`src/serial_led_matrix_loader_pkg.sv`:
```
// Constants and carrier types for the serial LED matrix loader
package serial_led_matrix_loader_pkg;

  // Pixel chain and control word geometry
  localparam int DOT_BITS = 160;
  localparam int CTRL_BITS = 7;
  localparam int CTRL_SHIFT_BITS = 8;
  localparam int CTRL_WORD_SEL_POS = 7;
  localparam int SLEEP_N_POS = 6;
  localparam int DRIVE_LSB = 0;
  localparam int DRIVE_BITS = 4;

  // Register byte offsets
  localparam logic [7:0] OFS_CONFIG = 8'h00;
  localparam logic [7:0] OFS_CTRL0 = 8'h04;
  localparam logic [7:0] OFS_CTRL1 = 8'h08;
  localparam logic [7:0] OFS_STATUS = 8'h0C;
  localparam logic [7:0] OFS_DOT_SEL = 8'h10;
  localparam logic [7:0] OFS_DOT_DATA = 8'h14;

  // Status bit positions
  localparam int ST_TARGET_POS = 0;
  localparam int ST_GATE_POS = 1;
  localparam int ST_SLEEP_POS = 2;
  localparam int ST_BLANK_POS = 3;
  localparam int ST_OSCSEL_POS = 4;

  // Reset values, timebase and pixel word count
  localparam logic [15:0] OSC_HALF_RST = 16'h0271;
  localparam logic [2:0] DOT_SEL_RST = 3'h0;
  localparam int DOT_WORDS = 5;

  // Pin samples, synchronised together
  typedef struct packed {
    logic serClk;
    logic serData;
    logic writeGateN;
    logic targetChoose;
    logic resetN;
    logic oscSelect;
    logic timebaseIn;
    logic displayOff;
  } pins_t;

  typedef struct packed {
    logic [7:0] paddr;
    logic psel;
    logic penable;
    logic pwrite;
    logic [31:0] pwdata;
  } apb_req_t;

  typedef struct packed {
    logic [31:0] prdata;
    logic pready;
    logic pslverr;
  } apb_rsp_t;

endpackage : serial_led_matrix_loader_pkg

```
`src/serial_led_matrix_loader.sv`:
```
// Serial pixel and control word loader with APB status window
`timescale 1ns/10ps
`default_nettype none
// Functional notes
// RQ1: Reset input low clears every control register bit to zero.
// RQ2: Reset input leaves the pixel shift chain and latched pixels untouched.
// RQ3: Reset input is active low; high means normal operation.
// RQ4: Serial data bit is sampled on each rising serial clock edge.
// RQ5: Clock edges shift data only while the write gate is low.
// RQ6: Bit leaving the selected chain appears on the serial output pin.
// RQ7: Select low routes data to pixel chain, high to control chain.
// RQ8: Select level is captured when the write gate falls and held.
// RQ9: Host keeps the write gate low for the whole write.
// RQ10: Gate rising with clock low transfers data to drivers or control.
// RQ11: Oscillator select low picks external timebase, high internal.
// RQ12: Timebase pin drives internal oscillator out, else serves as input.
// RQ13: Blanking input high turns every LED off.
// RQ14: Host may modulate blanking for brightness; optional.
// RQ15: Sleep stops internal oscillator and reference current for drivers.
// RQ16: Control word 0 holds the maximum drive current setting.
// RQ17: Pixel chain is 160 bits, one bit per LED.
// RQ18: Two separate 7-bit control words are held.
// RQ19: Serial output can feed a second controller forming a 320-bit chain.
// RQ20: Each accepted edge shifts one place; oldest bit reaches serial output.
module serial_led_matrix_loader
  import serial_led_matrix_loader_pkg::*;
#(
  parameter int DOTS = DOT_BITS,
  parameter int OSC_CNT_BITS = 16
) (
  input wire logic clock,
  input wire logic rst,
  input wire apb_req_t apbReq,
  output apb_rsp_t apbRsp,
  input wire logic serClk,
  input wire logic serData,
  input wire logic writeGateN,
  input wire logic targetChoose,
  input wire logic resetN,
  input wire logic oscSelect,
  input wire logic timebasePinIn,
  output logic timebasePinOut,
  output logic timebasePinOe,
  input wire logic displayOffInput,
  output logic serOut,
  output logic [DOTS-1:0] ledDrive,
  output logic [DRIVE_BITS-1:0] driveLevel,
  output logic driveRefOn,
  output logic timebaseTick
);

  typedef struct packed {
    pins_t sync1;
    pins_t sync2;
    logic clkPrev;
    logic gatePrev;
    logic extPrev;
    logic target;
    logic [DOTS-1:0] dotShift;
    logic [DOTS-1:0] dotLatch;
    logic [CTRL_SHIFT_BITS-1:0] ctrlShift;
    logic [CTRL_BITS-1:0] ctrl0;
    logic [CTRL_BITS-1:0] ctrl1;
    logic [OSC_CNT_BITS-1:0] oscCnt;
    logic [OSC_CNT_BITS-1:0] oscHalf;
    logic tbOut;
    logic tbOe;
    logic tick;
    logic [DOTS-1:0] led;
    logic [DRIVE_BITS-1:0] drive;
    logic refOn;
    logic serOut;
    logic [2:0] dotSel;
    apb_rsp_t rsp;
  } state_t;

  state_t q;
  state_t d;

  pins_t pinNow;
  assign pinNow = '{
    serClk: serClk,
    serData: serData,
    writeGateN: writeGateN,
    targetChoose: targetChoose,
    resetN: resetN,
    oscSelect: oscSelect,
    timebaseIn: timebasePinIn,
    displayOff: displayOffInput
  };

  logic clkRise;
  logic gateFall;
  logic gateRise;
  logic shiftEn;
  logic asleep;
  logic blanked;
  logic intTick;
  logic extTick;
  logic apbSetup;
  logic apbWrite;
  logic [31:0] dotWord;

  always_comb begin
    dotWord = 32'h0000_0000;
    for (int w = 0; w < DOT_WORDS; w++) begin
      if ((32 * w + 31 < DOTS) && (int'(q.dotSel) == w)) begin
        dotWord = q.dotLatch[32 * w +: 32];
      end
    end
  end

  always_comb begin
    d = q;
    // Two flops on every pin before use
    d.sync1 = pinNow;
    d.sync2 = q.sync1;
    d.clkPrev = q.sync2.serClk;
    d.gatePrev = q.sync2.writeGateN;
    d.extPrev = q.sync2.timebaseIn;

    clkRise = q.sync2.serClk && !q.clkPrev; // RQ4
    gateFall = !q.sync2.writeGateN && q.gatePrev;
    gateRise = q.sync2.writeGateN && !q.gatePrev;
    shiftEn = clkRise && !q.sync2.writeGateN; // RQ5 RQ9

    if (gateFall) begin
      d.target = q.sync2.targetChoose; // RQ8
    end

    if (shiftEn) begin
      if (!q.target) begin
        d.dotShift = {q.dotShift[DOTS-2:0], q.sync2.serData}; // RQ7 RQ20 RQ17
      end else begin
        d.ctrlShift = {q.ctrlShift[CTRL_SHIFT_BITS-2:0],
                       q.sync2.serData}; // RQ7 RQ20
      end
    end

    // Oldest bit of the selected chain, cascades to the next part
    if (d.target) begin
      d.serOut = d.ctrlShift[CTRL_SHIFT_BITS-1]; // RQ6
    end else begin
      d.serOut = d.dotShift[DOTS-1]; // RQ6 RQ19
    end

    // Transfer only when the gate rises with the serial clock low
    if (gateRise && !q.sync2.serClk) begin // RQ10
      if (!q.target) begin
        d.dotLatch = q.dotShift;
      end else if (q.ctrlShift[CTRL_WORD_SEL_POS]) begin
        d.ctrl1 = q.ctrlShift[CTRL_BITS-1:0]; // RQ18
      end else begin
        d.ctrl0 = q.ctrlShift[CTRL_BITS-1:0]; // RQ18
      end
    end

    asleep = !q.ctrl0[SLEEP_N_POS];
    blanked = q.sync2.displayOff;

    // Internal oscillator, halted in sleep
    intTick = 1'b0;
    if (asleep) begin // RQ15
      d.oscCnt = '0;
    end else if (q.oscCnt >= q.oscHalf) begin
      d.oscCnt = '0;
      d.tbOut = !q.tbOut;
      intTick = !q.tbOut;
    end else begin
      d.oscCnt = q.oscCnt + OSC_CNT_BITS'(1);
    end
    extTick = q.sync2.timebaseIn && !q.extPrev;
    d.tbOe = q.sync2.oscSelect; // RQ12
    d.tick = q.sync2.oscSelect ? intTick : extTick; // RQ11

    d.led = (blanked || asleep) ? '0 : d.dotLatch; // RQ13 RQ15
    d.drive = q.ctrl0[DRIVE_LSB +: DRIVE_BITS]; // RQ16
    d.refOn = !asleep; // RQ15

    // APB slave, answer in the first access cycle
    apbSetup = apbReq.psel && !apbReq.penable;
    apbWrite = apbReq.psel && apbReq.penable && apbReq.pwrite &&
               q.rsp.pready;
    d.rsp.pready = apbSetup;
    d.rsp.pslverr = 1'b0;
    d.rsp.prdata = 32'h0000_0000;
    if (apbSetup) begin
      case (apbReq.paddr)
        OFS_CONFIG: d.rsp.prdata = 32'(q.oscHalf);
        OFS_CTRL0: d.rsp.prdata = 32'(q.ctrl0);
        OFS_CTRL1: d.rsp.prdata = 32'(q.ctrl1);
        OFS_STATUS: begin
          d.rsp.prdata[ST_TARGET_POS] = q.target;
          d.rsp.prdata[ST_GATE_POS] = !q.sync2.writeGateN;
          d.rsp.prdata[ST_SLEEP_POS] = asleep;
          d.rsp.prdata[ST_BLANK_POS] = blanked;
          d.rsp.prdata[ST_OSCSEL_POS] = q.sync2.oscSelect;
        end
        OFS_DOT_SEL: d.rsp.prdata = 32'(q.dotSel);
        OFS_DOT_DATA: d.rsp.prdata = dotWord;
        default: d.rsp.pslverr = 1'b1;
      endcase
      if (apbReq.pwrite) begin
        d.rsp.prdata = 32'h0000_0000;
      end
      if (apbReq.pwrite && apbReq.paddr != OFS_CONFIG &&
          apbReq.paddr != OFS_DOT_SEL) begin
        d.rsp.pslverr = 1'b1;
      end
    end
    if (apbWrite) begin
      case (apbReq.paddr)
        OFS_CONFIG: d.oscHalf = apbReq.pwdata[OSC_CNT_BITS-1:0];
        OFS_DOT_SEL: d.dotSel = apbReq.pwdata[2:0];
        default: d.dotSel = q.dotSel;
      endcase
    end

    // Reset pin clears control state only
    if (!q.sync2.resetN) begin // RQ3
      d.ctrl0 = '0; // RQ1
      d.ctrl1 = '0; // RQ1
      d.ctrlShift = '0; // RQ1
    end

    if (rst) begin
      d = '0;
      d.sync1.writeGateN = 1'b1;
      d.sync2.writeGateN = 1'b1;
      d.sync1.resetN = 1'b1;
      d.sync2.resetN = 1'b1;
      d.gatePrev = 1'b1;
      d.oscHalf = OSC_CNT_BITS'(OSC_HALF_RST);
      d.dotSel = DOT_SEL_RST;
    end
  end

  always_ff @(posedge clock) begin
    q <= d;
  end

  assign apbRsp = q.rsp;
  assign timebasePinOut = q.tbOut;
  assign timebasePinOe = q.tbOe;
  assign serOut = q.serOut;
  assign ledDrive = q.led;
  assign driveLevel = q.drive;
  assign driveRefOn = q.refOn;
  assign timebaseTick = q.tick;

endmodule : serial_led_matrix_loader
`default_nettype wire

```
`config.mk`:
```
export PLATFORM = sky130hd
export DESIGN_NAME = serial_led_matrix_loader
export DESIGN_NICKNAME = d
export VERILOG_FILES = /design/src/serial_led_matrix_loader_pkg.sv /design/src/serial_led_matrix_loader.sv
export SDC_FILE = /design/constraint.sdc
export NUM_CORES = 1
export LEC_CHECK = 0
export BUFFER_PORTS_ARGS = -buffer_cell sky130_fd_sc_hd__buf_2
export CAP_MARGIN = 0
export CORE_MARGIN = 2
export CORE_UTILIZATION = 45
export CTS_BUF_LIST = sky130_fd_sc_hd__clkbuf_4 sky130_fd_sc_hd__clkbuf_8
export DETAILED_ROUTE_END_ITERATION = 12
export PLACE_DENSITY = 0.6
export SLEW_MARGIN = 20
export SYNTH_ARGS = -nofsm -noshare
export SYNTH_HDL_FRONTEND = slang
export SYNTH_SLANG_ARGS = --single-unit
```
`constraint.sdc`:
```
create_clock -name clock -period 2.75 [get_ports clock]
set_input_delay 0.275 -clock clock [delete_from_list [all_inputs] [get_ports clock]]
set_output_delay 0.275 -clock clock [all_outputs]
set_load 0.005 [all_outputs]
```
==> impl_metrics.py, run 1 <==
metrics = {
    "synthesis": {
        "yosys-top-cells-area": "dfxtp_1, mux2i_1, buf_4, nor2_1, nand2_1",
        "synth_top_area_cell": "dfxtp_1",
        "synth_edf_count": 0,
        "ys_ff_latch": 600,
        "synth.yosys.seq_area_share_pct": 54.0,
        "synth_area_mm2": 0.0222,
        "synth_cell_types": 55,
        "synthCells": 2350,
        "netlist.area_leader.share_pct": 54.0,
        "syn_area_per_cell_um2": 9.46,
        "synth_flop_cell": "dfxtp_1",
        "yosysWarnings": 0,
        "synthArstFlopShare_pct": 0,
        "synthesis.nets": 2420,
    },
    "status": {
        "status": "complete, no violations",
    },
    "timing": {
        "fin_ws_ps": 378,
        "clock.fmax_mhz": 422,
        "setup_viol": 0,
        "slew-limit-headroom_pct": 30.1,
        "period_minus_slack_ps": 2370,
        "hold_viol": 0,
        "drv_slew": 0,
        "rsz0062_at_grt": "no",
        "fin_worst_skew_ps": 23.8,
        "finalCritPeriodShare_pct": 86.2,
        "setup_tns_ps": 0,
        "tightest_slew_ps": 1050,
    },
    "final_layout": {
        "diodes": 0,
        "fillers": 4606,
        "nets": 2487,
        "final_cell_mix": "dfxtp_1, nor2_1, nand2_1",
        "multi_input_area_mm2": 0.00804,
        "seq_area_mm2": 0.0120,
        "drive_gt1_share_pct": 19.6,
        "layout_commonest_cell": "dfxtp_1",
        "synthToLayoutAreaGrowth_pct": 12.9,
    },
    "clock_network": {
        "clock_latency_ps": 660,
        "htreeDepth": 3,
        "cts_root_buf": "clkbuf_8",
        "postCtsSetupBuffers": 0,
        "cts-buffers-inserted": 97,
        "post_cts_resized": 0,
        "clock_sinks": 600,
        "cts_buffer_depth": 3,
        "clkTransAtPathRegs_ps": 60,
        "cts_tree": "done",
        "cts_hold_buf": 43,
    },
    "detailed_routing": {
        "ant_nets": 0,
        "drt_wl_total_um": 53100,
        "vias_per_cell": 4.97,
        "vias": 15700,
        "route.detailed.drc": 0,
        "first_pass_iters": 5,
        "drtIter0Drc": 1011,
        "wl_per_cell_um": 16.8,
    },
    "die": {
        "die_h_um": 226,
        "core_mm2": 0.0488,
        "fp.dieArea_mm2": 0.0512,
        "rows": 81,
        "die-width_um": 226,
        "initial_utilization_pct": 45.5,
        "ioPinCount": 256,
    },
    "grt": {
        "grt.met3_usage_pct": 4.06,
        "grt_use_total_pct": 20.4,
        "use_met1_pct": 28.9,
        "overflow": 0,
        "grt_pass1_vias": 15200,
        "top_usage_layer": "met2",
        "grt_antenna_before_repair": 0,
        "grt_pass1_wl_um": 81900,
        "grt_max_degree": 214,
        "grtUsageMet2_pct": 31.0,
    },
    "worst_setup_path": {
        "crit_family": "flip-flops",
        "cp_cell_sequence": "buf_4, mux4_2, a22oi_1, o22a_1, nor2_1",
        "cpPeakStageDelay_ps": 900,
        "crit_fanout": 20,
        "cp-start-kind": "flip-flop",
        "path_buf_inv": 1,
        "critPathSlowestCell": "dfxtp_2",
        "cp.arrival_ps": 2910,
        "critical_path_class": "flip-flop to flip-flop",
        "critPathRequiredTime_ps": 3290,
        "worstSetupEndpointType": "flip-flop",
    },
    "power_and_ir_drop": {
        "pwr-share-seq_pct": 50.2,
        "peakVddDrop_mv": 0.364,
        "power.switching_mw": 3.62,
        "pwr-share-comb_pct": 1.7,
        "pwr_density_cell_mw_per_mm2": 692,
        "cell_internal_pwr_mw": 13.8,
        "swShare_pct": 20.8,
        "p_clk_share_pct": 48.1,
        "power.leakage_nw": 9.53,
    },
    "flow_run": {
        "cap_violations": 0,
    },
    "place": {
        "hpwlAfterDp_um": 34200,
        "gp_congestion": 0.857,
        "numPortBuffers": 239,
        "post-place-ws_ps": 363,
    },
    "hold_path": {
        "worstHoldPathType": "input port to flip-flop",
    },
}
[cell usage after synthesis (3+ instances only)]
cell type	instances
a211oi_1	5
a21oi_1	183
a221o_1	8
a22oi_1	22
a2bb2oi_1	13
and2_1	5
and3_1	4
buf_1	4
buf_2	41
buf_4	212
clkbuf_1	85
dfxtp_1	600
ha_1	17
inv_1	20
mux2i_1	194
mux4_2	27
nand2_1	379
nand2b_1	3
nand3_1	11
nand3b_1	5
nand4_1	5
nor2_1	396
nor2b_1	27
nor3_1	4
nor3b_1	3
o211a_1	8
o211ai_1	3
o21ai_0	19
or2_2	6
xnor2_1	5
xor2_1	9
[layer usage]
layer,share of wire (%),vias up
li1,-,7659
met5,0,-
met2,45,401
met1,47,7539
met3,5.5,82
met4,2.2,0
[flip-flops by register name (all words and copies together), names as in the netlist, 4 cells and up]
register / flops
ledDrive: 160
apbRsp: 34
driveLevel: 4
q: 396
[per-stage QoR]
stage | hold slack [ps] | total power [mW] | cells | utilization [%] | cell area, µm²
after CTS | 62.4 | 17.6 | 3154 | 51.4 | 25100
final | 132 | 17.4 | 3154 | 51.4 | 25100
after floorplan | 376 | 9.09 | 2350 | - | 22200
after global routing | 121 | 18.0 | 3154 | 51.4 | 25100
after global placement | 405 | 9.17 | 2939 | 46.1 | 22500
after detailed placement | 396 | 9.17 | 2939 | 46.1 | 22500
[cell families after synthesis]
| group | after synthesis | synth area share, % |
|---|---|---|
| AO/OA/AOI/OAI | 270 | 7.14 |
| XOR/XNOR | 14 | 0.552 |
| adder cells (fa/ha/maj) | 17 | 0.957 |
| buffers and inverters | 364 | 9.99 |
| flip-flops | 600 | 54.0 |
| multiplexers | 222 | 11.5 |
| AND/OR/NAND/NOR | 863 | 15.8 |
[power groups by stage]
stage	registers (mW)	clock network, mW	logic [mW]
after floorplan	8.91	0	0.186
after global placement	8.91	0	0.263
after detailed placement	8.91	0	0.264
after CTS	8.72	8.59	0.298
after global routing	8.72	8.98	0.319
final	8.72	8.36	0.296
[tightest hold or removal path: stages]
cell and delay (ps):
buf_2 80, or4_4 130, nor3_4 60, a2bb2oi_1 150, nor2_1 50
[final timing paths]
kind | startpoint | end | slack (ps) | cells after the start
setup / recovery | q[34]$_SDFFE_PP0P_ | apbRsp[2]$_SDFF_PP0_ | 380 | 5
hold / removal | apbReq[42] | apbRsp[5]$_SDFF_PP0_ | 130 | 5
setup reg to reg | q[34]$_SDFFE_PP0P_ | apbRsp[2]$_SDFF_PP0_ | 380 | 5
hold reg to reg | q[595]$_SDFF_PP1_ | q[587]$_SDFF_PP1_ | 410 | 1
[cell type report]
type / count / area share, %
timing repair buffer: 311 / 7.83
sequential: 600 / 47.9
tap: 664 / 3.31
clock buffer: 153 / 7.74
multi-input combinational: 1386 / 32.0
clock inverter: 19 / 0.922
inverter: 21 / 0.314
No activity file was read; power rests on OpenSTA's default activity.
==> run 2: changes to the inputs <==
--- a/config.mk
+++ b/config.mk
@@ -11,8 +11,9 @@
 export CORE_UTILIZATION = 45
 export CTS_BUF_LIST = sky130_fd_sc_hd__clkbuf_4 sky130_fd_sc_hd__clkbuf_8
 export DETAILED_ROUTE_END_ITERATION = 12
-export PLACE_DENSITY = 0.6
+export PLACE_DENSITY = 0.74
 export SLEW_MARGIN = 20
 export SYNTH_ARGS = -nofsm -noshare
 export SYNTH_HDL_FRONTEND = slang
 export SYNTH_SLANG_ARGS = --single-unit
+export TNS_END_PERCENT = 10
==> run 2 against run 1 <==
Final cell count barely moved; critical endpoint is now apbRsp[17]$_SDFF_PP0_; maximum frequency rose by 3.1%; routed wire length rose by 0.47%; total power fell by 3.2%.
==> impl_metrics.py, run 2 (synthesis gave the netlist of run 1 again) <==
metrics = {
    "status": {
        "status": "complete, no violations",
    },
    "timing": {
        "slew-limit-headroom_pct": 27.9,
        "clock.fmax_mhz": 435,
        "tightest_slew_ps": 1080,
        "fin_worst_skew_ps": 38.6,
        "setup_tns_ps": 0,
        "hold_viol": 0,
        "setup_viol": 0,
        "rsz0062_at_grt": "no",
        "period_minus_slack_ps": 2300,
        "drv_slew": 0,
        "finalCritPeriodShare_pct": 83.6,
    },
    "worst_setup_path": {
        "crit_fanout": 22,
        "worstSetupEndpointType": "flip-flop",
        "rr_endpoint": "apbRsp[17]$_SDFF_PP0_",
        "critPathRequiredTime_ps": 3300,
        "r2r_setup_slack_ps": 450,
        "rr_worst_depth": 4,
        "critPathLaunch": "q[34]$_SDFFE_PP0P_",
        "cp-start-kind": "flip-flop",
        "cp.arrival_ps": 2850,
        "r2r-start": "q[34]$_SDFFE_PP0P_",
        "critical_path_class": "flip-flop to flip-flop",
    },
    "hold_path": {
        "min_to": "apbRsp[4]$_SDFF_PP0_",
        "worstHoldPathType": "input port to flip-flop",
        "hold_start": "apbReq[42]",
        "hold_depth": 5,
    },
    "clock_network": {
        "clock_latency_ps": 680,
        "post_cts_resized": 0,
        "cts-buffers-inserted": 95,
        "clock_sinks": 600,
        "cts_buffer_depth": 3,
        "cts_tree": "done",
        "cts_root_buf": "clkbuf_8",
        "clkTransAtPathRegs_ps": 60,
        "htreeDepth": 3,
    },
    "detailed_routing": {
        "drt_wl_total_um": 53300,
        "first_pass_iters": 5,
        "route.detailed.drc": 0,
        "vias_per_cell": 5.02,
        "wl_per_cell_um": 16.9,
        "drtIter0Drc": 1159,
        "ant_nets": 0,
        "vias": 15800,
    },
    "final_layout": {
        "drive_gt1_share_pct": 19.6,
        "diodes": 0,
        "largest_reg_flops": 396,
        "final_cell_mix": "dfxtp_1, nor2_1, nand2_1",
        "synthToLayoutAreaGrowth_pct": 12.2,
        "nets": 2487,
        "fillers": 4430,
        "multi_input_area_mm2": 0.00804,
        "seq_area_mm2": 0.0120,
        "layout_commonest_cell": "dfxtp_1",
        "fin_util_pct": 51.1,
        "max_flop_register": "q",
    },
    "die": {
        "ioPinCount": 256,
        "initial_utilization_pct": 45.5,
        "rows": 81,
        "die-width_um": 226,
        "fp.dieArea_mm2": 0.0512,
        "die_h_um": 226,
        "core_mm2": 0.0488,
    },
    "place": {
        "numPortBuffers": 239,
        "hpwlAfterDp_um": 34900,
        "gp_congestion": 0.852,
    },
    "power_and_ir_drop": {
        "peakVddDrop_mv": 0.346,
        "power.leakage_nw": 9.46,
        "pwr_density_cell_mw_per_mm2": 674,
    },
    "grt": {
        "grt_use_total_pct": 20.4,
        "grt_max_degree": 214,
        "grt_pass1_vias": 15300,
        "grt_pass1_wl_um": 82000,
        "grt_antenna_before_repair": 0,
        "overflow": 0,
    },
    "flow_run": {
        "cap_violations": 0,
    },
}
==> run 2: power breakdown <==
group | leakage (nW) | internal [mW] | switching [mW] | total [mW]
sequential | 4.84 | 8.71 | 0.0108 | 8.72
clock | 1.08 | 4.35 | 3.45 | 7.80
combinational | 3.55 | 0.113 | 0.187 | 0.300
==> run 2: worst max path at each step <==
stage,to,slack (ps),depth (start not counted)
6_report,apbRsp[17]$_SDFF_PP0_,450,4
4_1_cts,apbRsp[2]$_SDFF_PP0_,250,4
3_5_place_dp,apbRsp[2]$_SDFF_PP0_,260,4
5_1_grt,q[384]$_SDFF_PP0_,310,5
2_1_floorplan,q[229]$_SDFF_PP0_,800,8
3_3_place_gp,apbRsp[16]$_SDFF_PP0_,330,5
==> run 2: through the flow <==
step                power, mW  hold WS, ps  setup WS [ps]  instances  area [µm²]
floorplan                9.09          376            803       2350       22200
global placement         9.17          404            333       2937       22500
detailed placement       9.17          402            262       2937       22500
CTS                      17.0         24.4            245       3155       24900
global route             17.4         93.3            314       3156       25000
finish                   16.8         91.2            451       3156       25000
==> run 2: layout make-up <==
type	instances	share of cell area, %
flip-flops and latches	600	48.1
multi-input cells	1386	32.2
repair buffers	313	7.95
clock buffers	148	7.34
well taps	664	3.33
clock inverters	24	0.697
inverters	21	0.316
==> run 2: what timing repair did <==
item / CTS / global route
buffers inserted: 0 / 0
hold buffers: 46 / 0
hold endpoints to repair: 39 / 0
==> run 2: metal layers <==
layer | share of wire (%) | GRT usage, % | routed length, µm
met2 | 45 | 31.3 | 23700
met4 | 2.5 | 7.70 | 1330
met1 | 47 | 28.4 | 25300
met5 | 0 | 0 | 0
met3 | 5.6 | 4.02 | 2970
==> run 2: worst max-delay path: stages, from the launching register on <==
cell	delay [ps]
dfxtp_2	900
mux4_2	670
a22oi_1	310
a2bb2oi_1	200
nor2_1	50
==> run 3: changes to the inputs <==
--- a/config.mk
+++ b/config.mk
@@ -11,7 +11,7 @@
 export CORE_UTILIZATION = 45
 export CTS_BUF_LIST = sky130_fd_sc_hd__clkbuf_4 sky130_fd_sc_hd__clkbuf_8
 export DETAILED_ROUTE_END_ITERATION = 12
-export PLACE_DENSITY = 0.74
+export PLACE_DENSITY = 0.77
 export SLEW_MARGIN = 20
 export SYNTH_ARGS = -nofsm -noshare
 export SYNTH_HDL_FRONTEND = slang
==> constraint.sdc (replaced) <==
create_clock -name clock -period 1.8 [get_ports clock]
set_input_delay 0.18 -clock clock [delete_from_list [all_inputs] [get_ports clock]]
set_output_delay 0.18 -clock clock [all_outputs]
set_load 0.005 [all_outputs]
==> run 3 against run 2 <==
Flip-flop and latch count is the same; the run now ends with negative setup slack left; register-to-register slack lost 540 ps; critical path type unchanged; worst hold slack lost 27 ps; highest routed layer unchanged; critical endpoint is now ledDrive[97]$_SDFF_PP0_; core utilization grew 2.7 points; clock skew grew 2.2 ps; sequential power grew 53%; sequential share of layout area shrank 2.3 points; non-clock buffer count grew 89; cell area grew 5.2%; total power grew 53%; worst setup slack lost 540 ps.
==> impl_metrics.py, run 3 (synthesis gave the netlist of run 1 again) <==
metrics = {
    "detailed_routing": {
        "drtIter0Drc": 1312,
        "drt_wl_total_um": 56900,
        "ant_nets": 0,
        "vias": 16500,
        "route.detailed.drc": 0,
        "first_pass_iters": 5,
        "wl_per_cell_um": 17.6,
        "vias_per_cell": 5.08,
    },
    "clock_network": {
        "clock_latency_ps": 670,
        "htreeDepth": 3,
        "cts_buffer_depth": 3,
        "cts-buffers-inserted": 92,
        "clkTransAtPathRegs_ps": 60,
        "cts_tree": "done",
        "cts_root_buf": "clkbuf_8",
        "clock_sinks": 600,
    },
    "timing": {
        "tightest_slew_ps": 968,
        "finalCritPeriodShare_pct": 105,
        "period_minus_slack_ps": 1890,
        "fin_worst_skew_ps": 40.8,
        "clock.fmax_mhz": 529,
        "rsz0062_at_grt": "yes",
        "slew-limit-headroom_pct": 35.4,
        "drv_slew": 0,
        "setup_tns_ps": -845,
        "hold_viol": 0,
        "fin_ws_ps": -91.4,
        "setup_viol": 37,
    },
    "final_layout": {
        "final_cells": 3236,
        "max_flop_register": "q",
        "synthToLayoutAreaGrowth_pct": 18.1,
        "fillers": 4222,
        "layout_commonest_cell": "dfxtp_1",
        "multi_input_area_mm2": 0.00840,
        "seq_area_mm2": 0.0120,
        "final_cell_mix": "dfxtp_1, nor2_1, nand2_1",
        "design_area_mm2": 0.0263,
        "drive_gt1_share_pct": 25.2,
        "largest_reg_flops": 396,
        "nets": 2573,
    },
    "die": {
        "initial_utilization_pct": 45.5,
        "fp.dieArea_mm2": 0.0512,
        "core_mm2": 0.0488,
        "rows": 81,
        "die_h_um": 226,
        "die-width_um": 226,
        "ioPinCount": 256,
    },
    "hold_path": {
        "worstHoldPathType": "input port to flip-flop",
        "hold_depth": 4,
        "hold_start": "apbReq[42]",
    },
    "place": {
        "numPortBuffers": 239,
        "place_area_mm2": 0.0233,
        "hpwlAfterDp_um": 37400,
        "dpl.cell_count": 3012,
        "post-place-ws_ps": -116,
        "gp_congestion": 0.843,
    },
    "grt": {
        "grt_use_total_pct": 21.3,
        "overflow": 0,
        "grt_max_degree": 212,
        "grt_pass1_vias": 16200,
        "grt_antenna_before_repair": 2,
        "grt_pass1_wl_um": 85500,
    },
    "worst_setup_path": {
        "cp.arrival_ps": 2460,
        "crit_path_frequent_cell": "buf_12",
        "r2r-start": "q[591]$_SDFF_PP0_",
        "cp-start-kind": "flip-flop",
        "critPathLaunch": "q[591]$_SDFF_PP0_",
        "crit_fanout": 8,
        "rr_worst_depth": 8,
        "worstSetupEndpointType": "flip-flop",
        "cpPeakStageDelay_ps": 350,
        "cp_cell_sequence": "nor3b_4, nor2b_4, buf_12, buf_16, buf_12, mux2i_1, nor2_1, buf_4",
        "critPathSlowestCell": "dfxtp_4",
        "critPathRequiredTime_ps": 2360,
        "critical_path_class": "flip-flop to flip-flop",
    },
    "power_and_ir_drop": {
        "pwr_density_cell_mw_per_mm2": 980,
        "total_power_mw": 25.7,
        "power.leakage_nw": 10.0,
        "peakVddDrop_mv": 0.523,
    },
    "status": {
        "status": "finished with violations",
        "failed_checks": "negative setup slack",
    },
    "flow_run": {
        "cap_violations": 0,
    },
}
-- run 3: cell type report --
type                       count  share of cell area (%)
sequential                   600                    45.8
multi-input combinational   1386                    32.0
timing repair buffer         402                    11.2
clock buffer                 146                    6.96
tap                          664                    3.16
clock inverter                15                   0.524
inverter                      21                   0.300
antenna                        2                  0.0191
-- run 3: timing repair --
| item | 4_1_cts | 5_1_grt |
|---|---|---|
| endpoints found under the hold margin | 49 | 0 |
| gates resized for setup | 13 | 87 |
| setup buffers | 9 | 12 |
| gates cloned | 1 | 2 |
| pin swaps | 1 | 17 |
| hold buffers | 37 | 0 |
| endpoints found under the setup margin | 33 | 223 |
-- run 3: metrics by stage --
step,util [%],hold slack [ps]
after floorplan,-,281
after global routing,53.7,57.0
after CTS,52.7,2.28
final,53.8,63.9
after detailed placement,47.6,369
after global placement,47.6,369
-- run 3: path summary, 6_finish.rpt --
path / slack [ps] / endpoint
setup reg to reg: -90 / ledDrive[97]$_SDFF_PP0_
hold / removal: 60 / apbRsp[0]$_SDFF_PP0_
hold reg to reg: 430 / q[587]$_SDFF_PP1_
setup / recovery: -90 / ledDrive[97]$_SDFF_PP0_
-- run 3: metal layers --
layer	global-route usage, %	wire length (µm)	vias to the layer above
met5	0	0	-
met4	8.32	1510	0
met3	4.17	3480	94
met2	32.4	25700	578
met1	29.7	26200	7958
li1	-	-	7821
-- run 3: report_power, final --
group,switching [mW],internal (mW)
clock network,5.15,6.71
registers,0.0143,13.3
logic,0.319,0.238
-- run 3: critical path, delay by kind of cell (launching register included) --
family	cells	cell delay [ps]
AND/OR/NAND/NOR	3	540
buffers and inverters	4	610
flip-flops	1	350
multiplexers	1	290
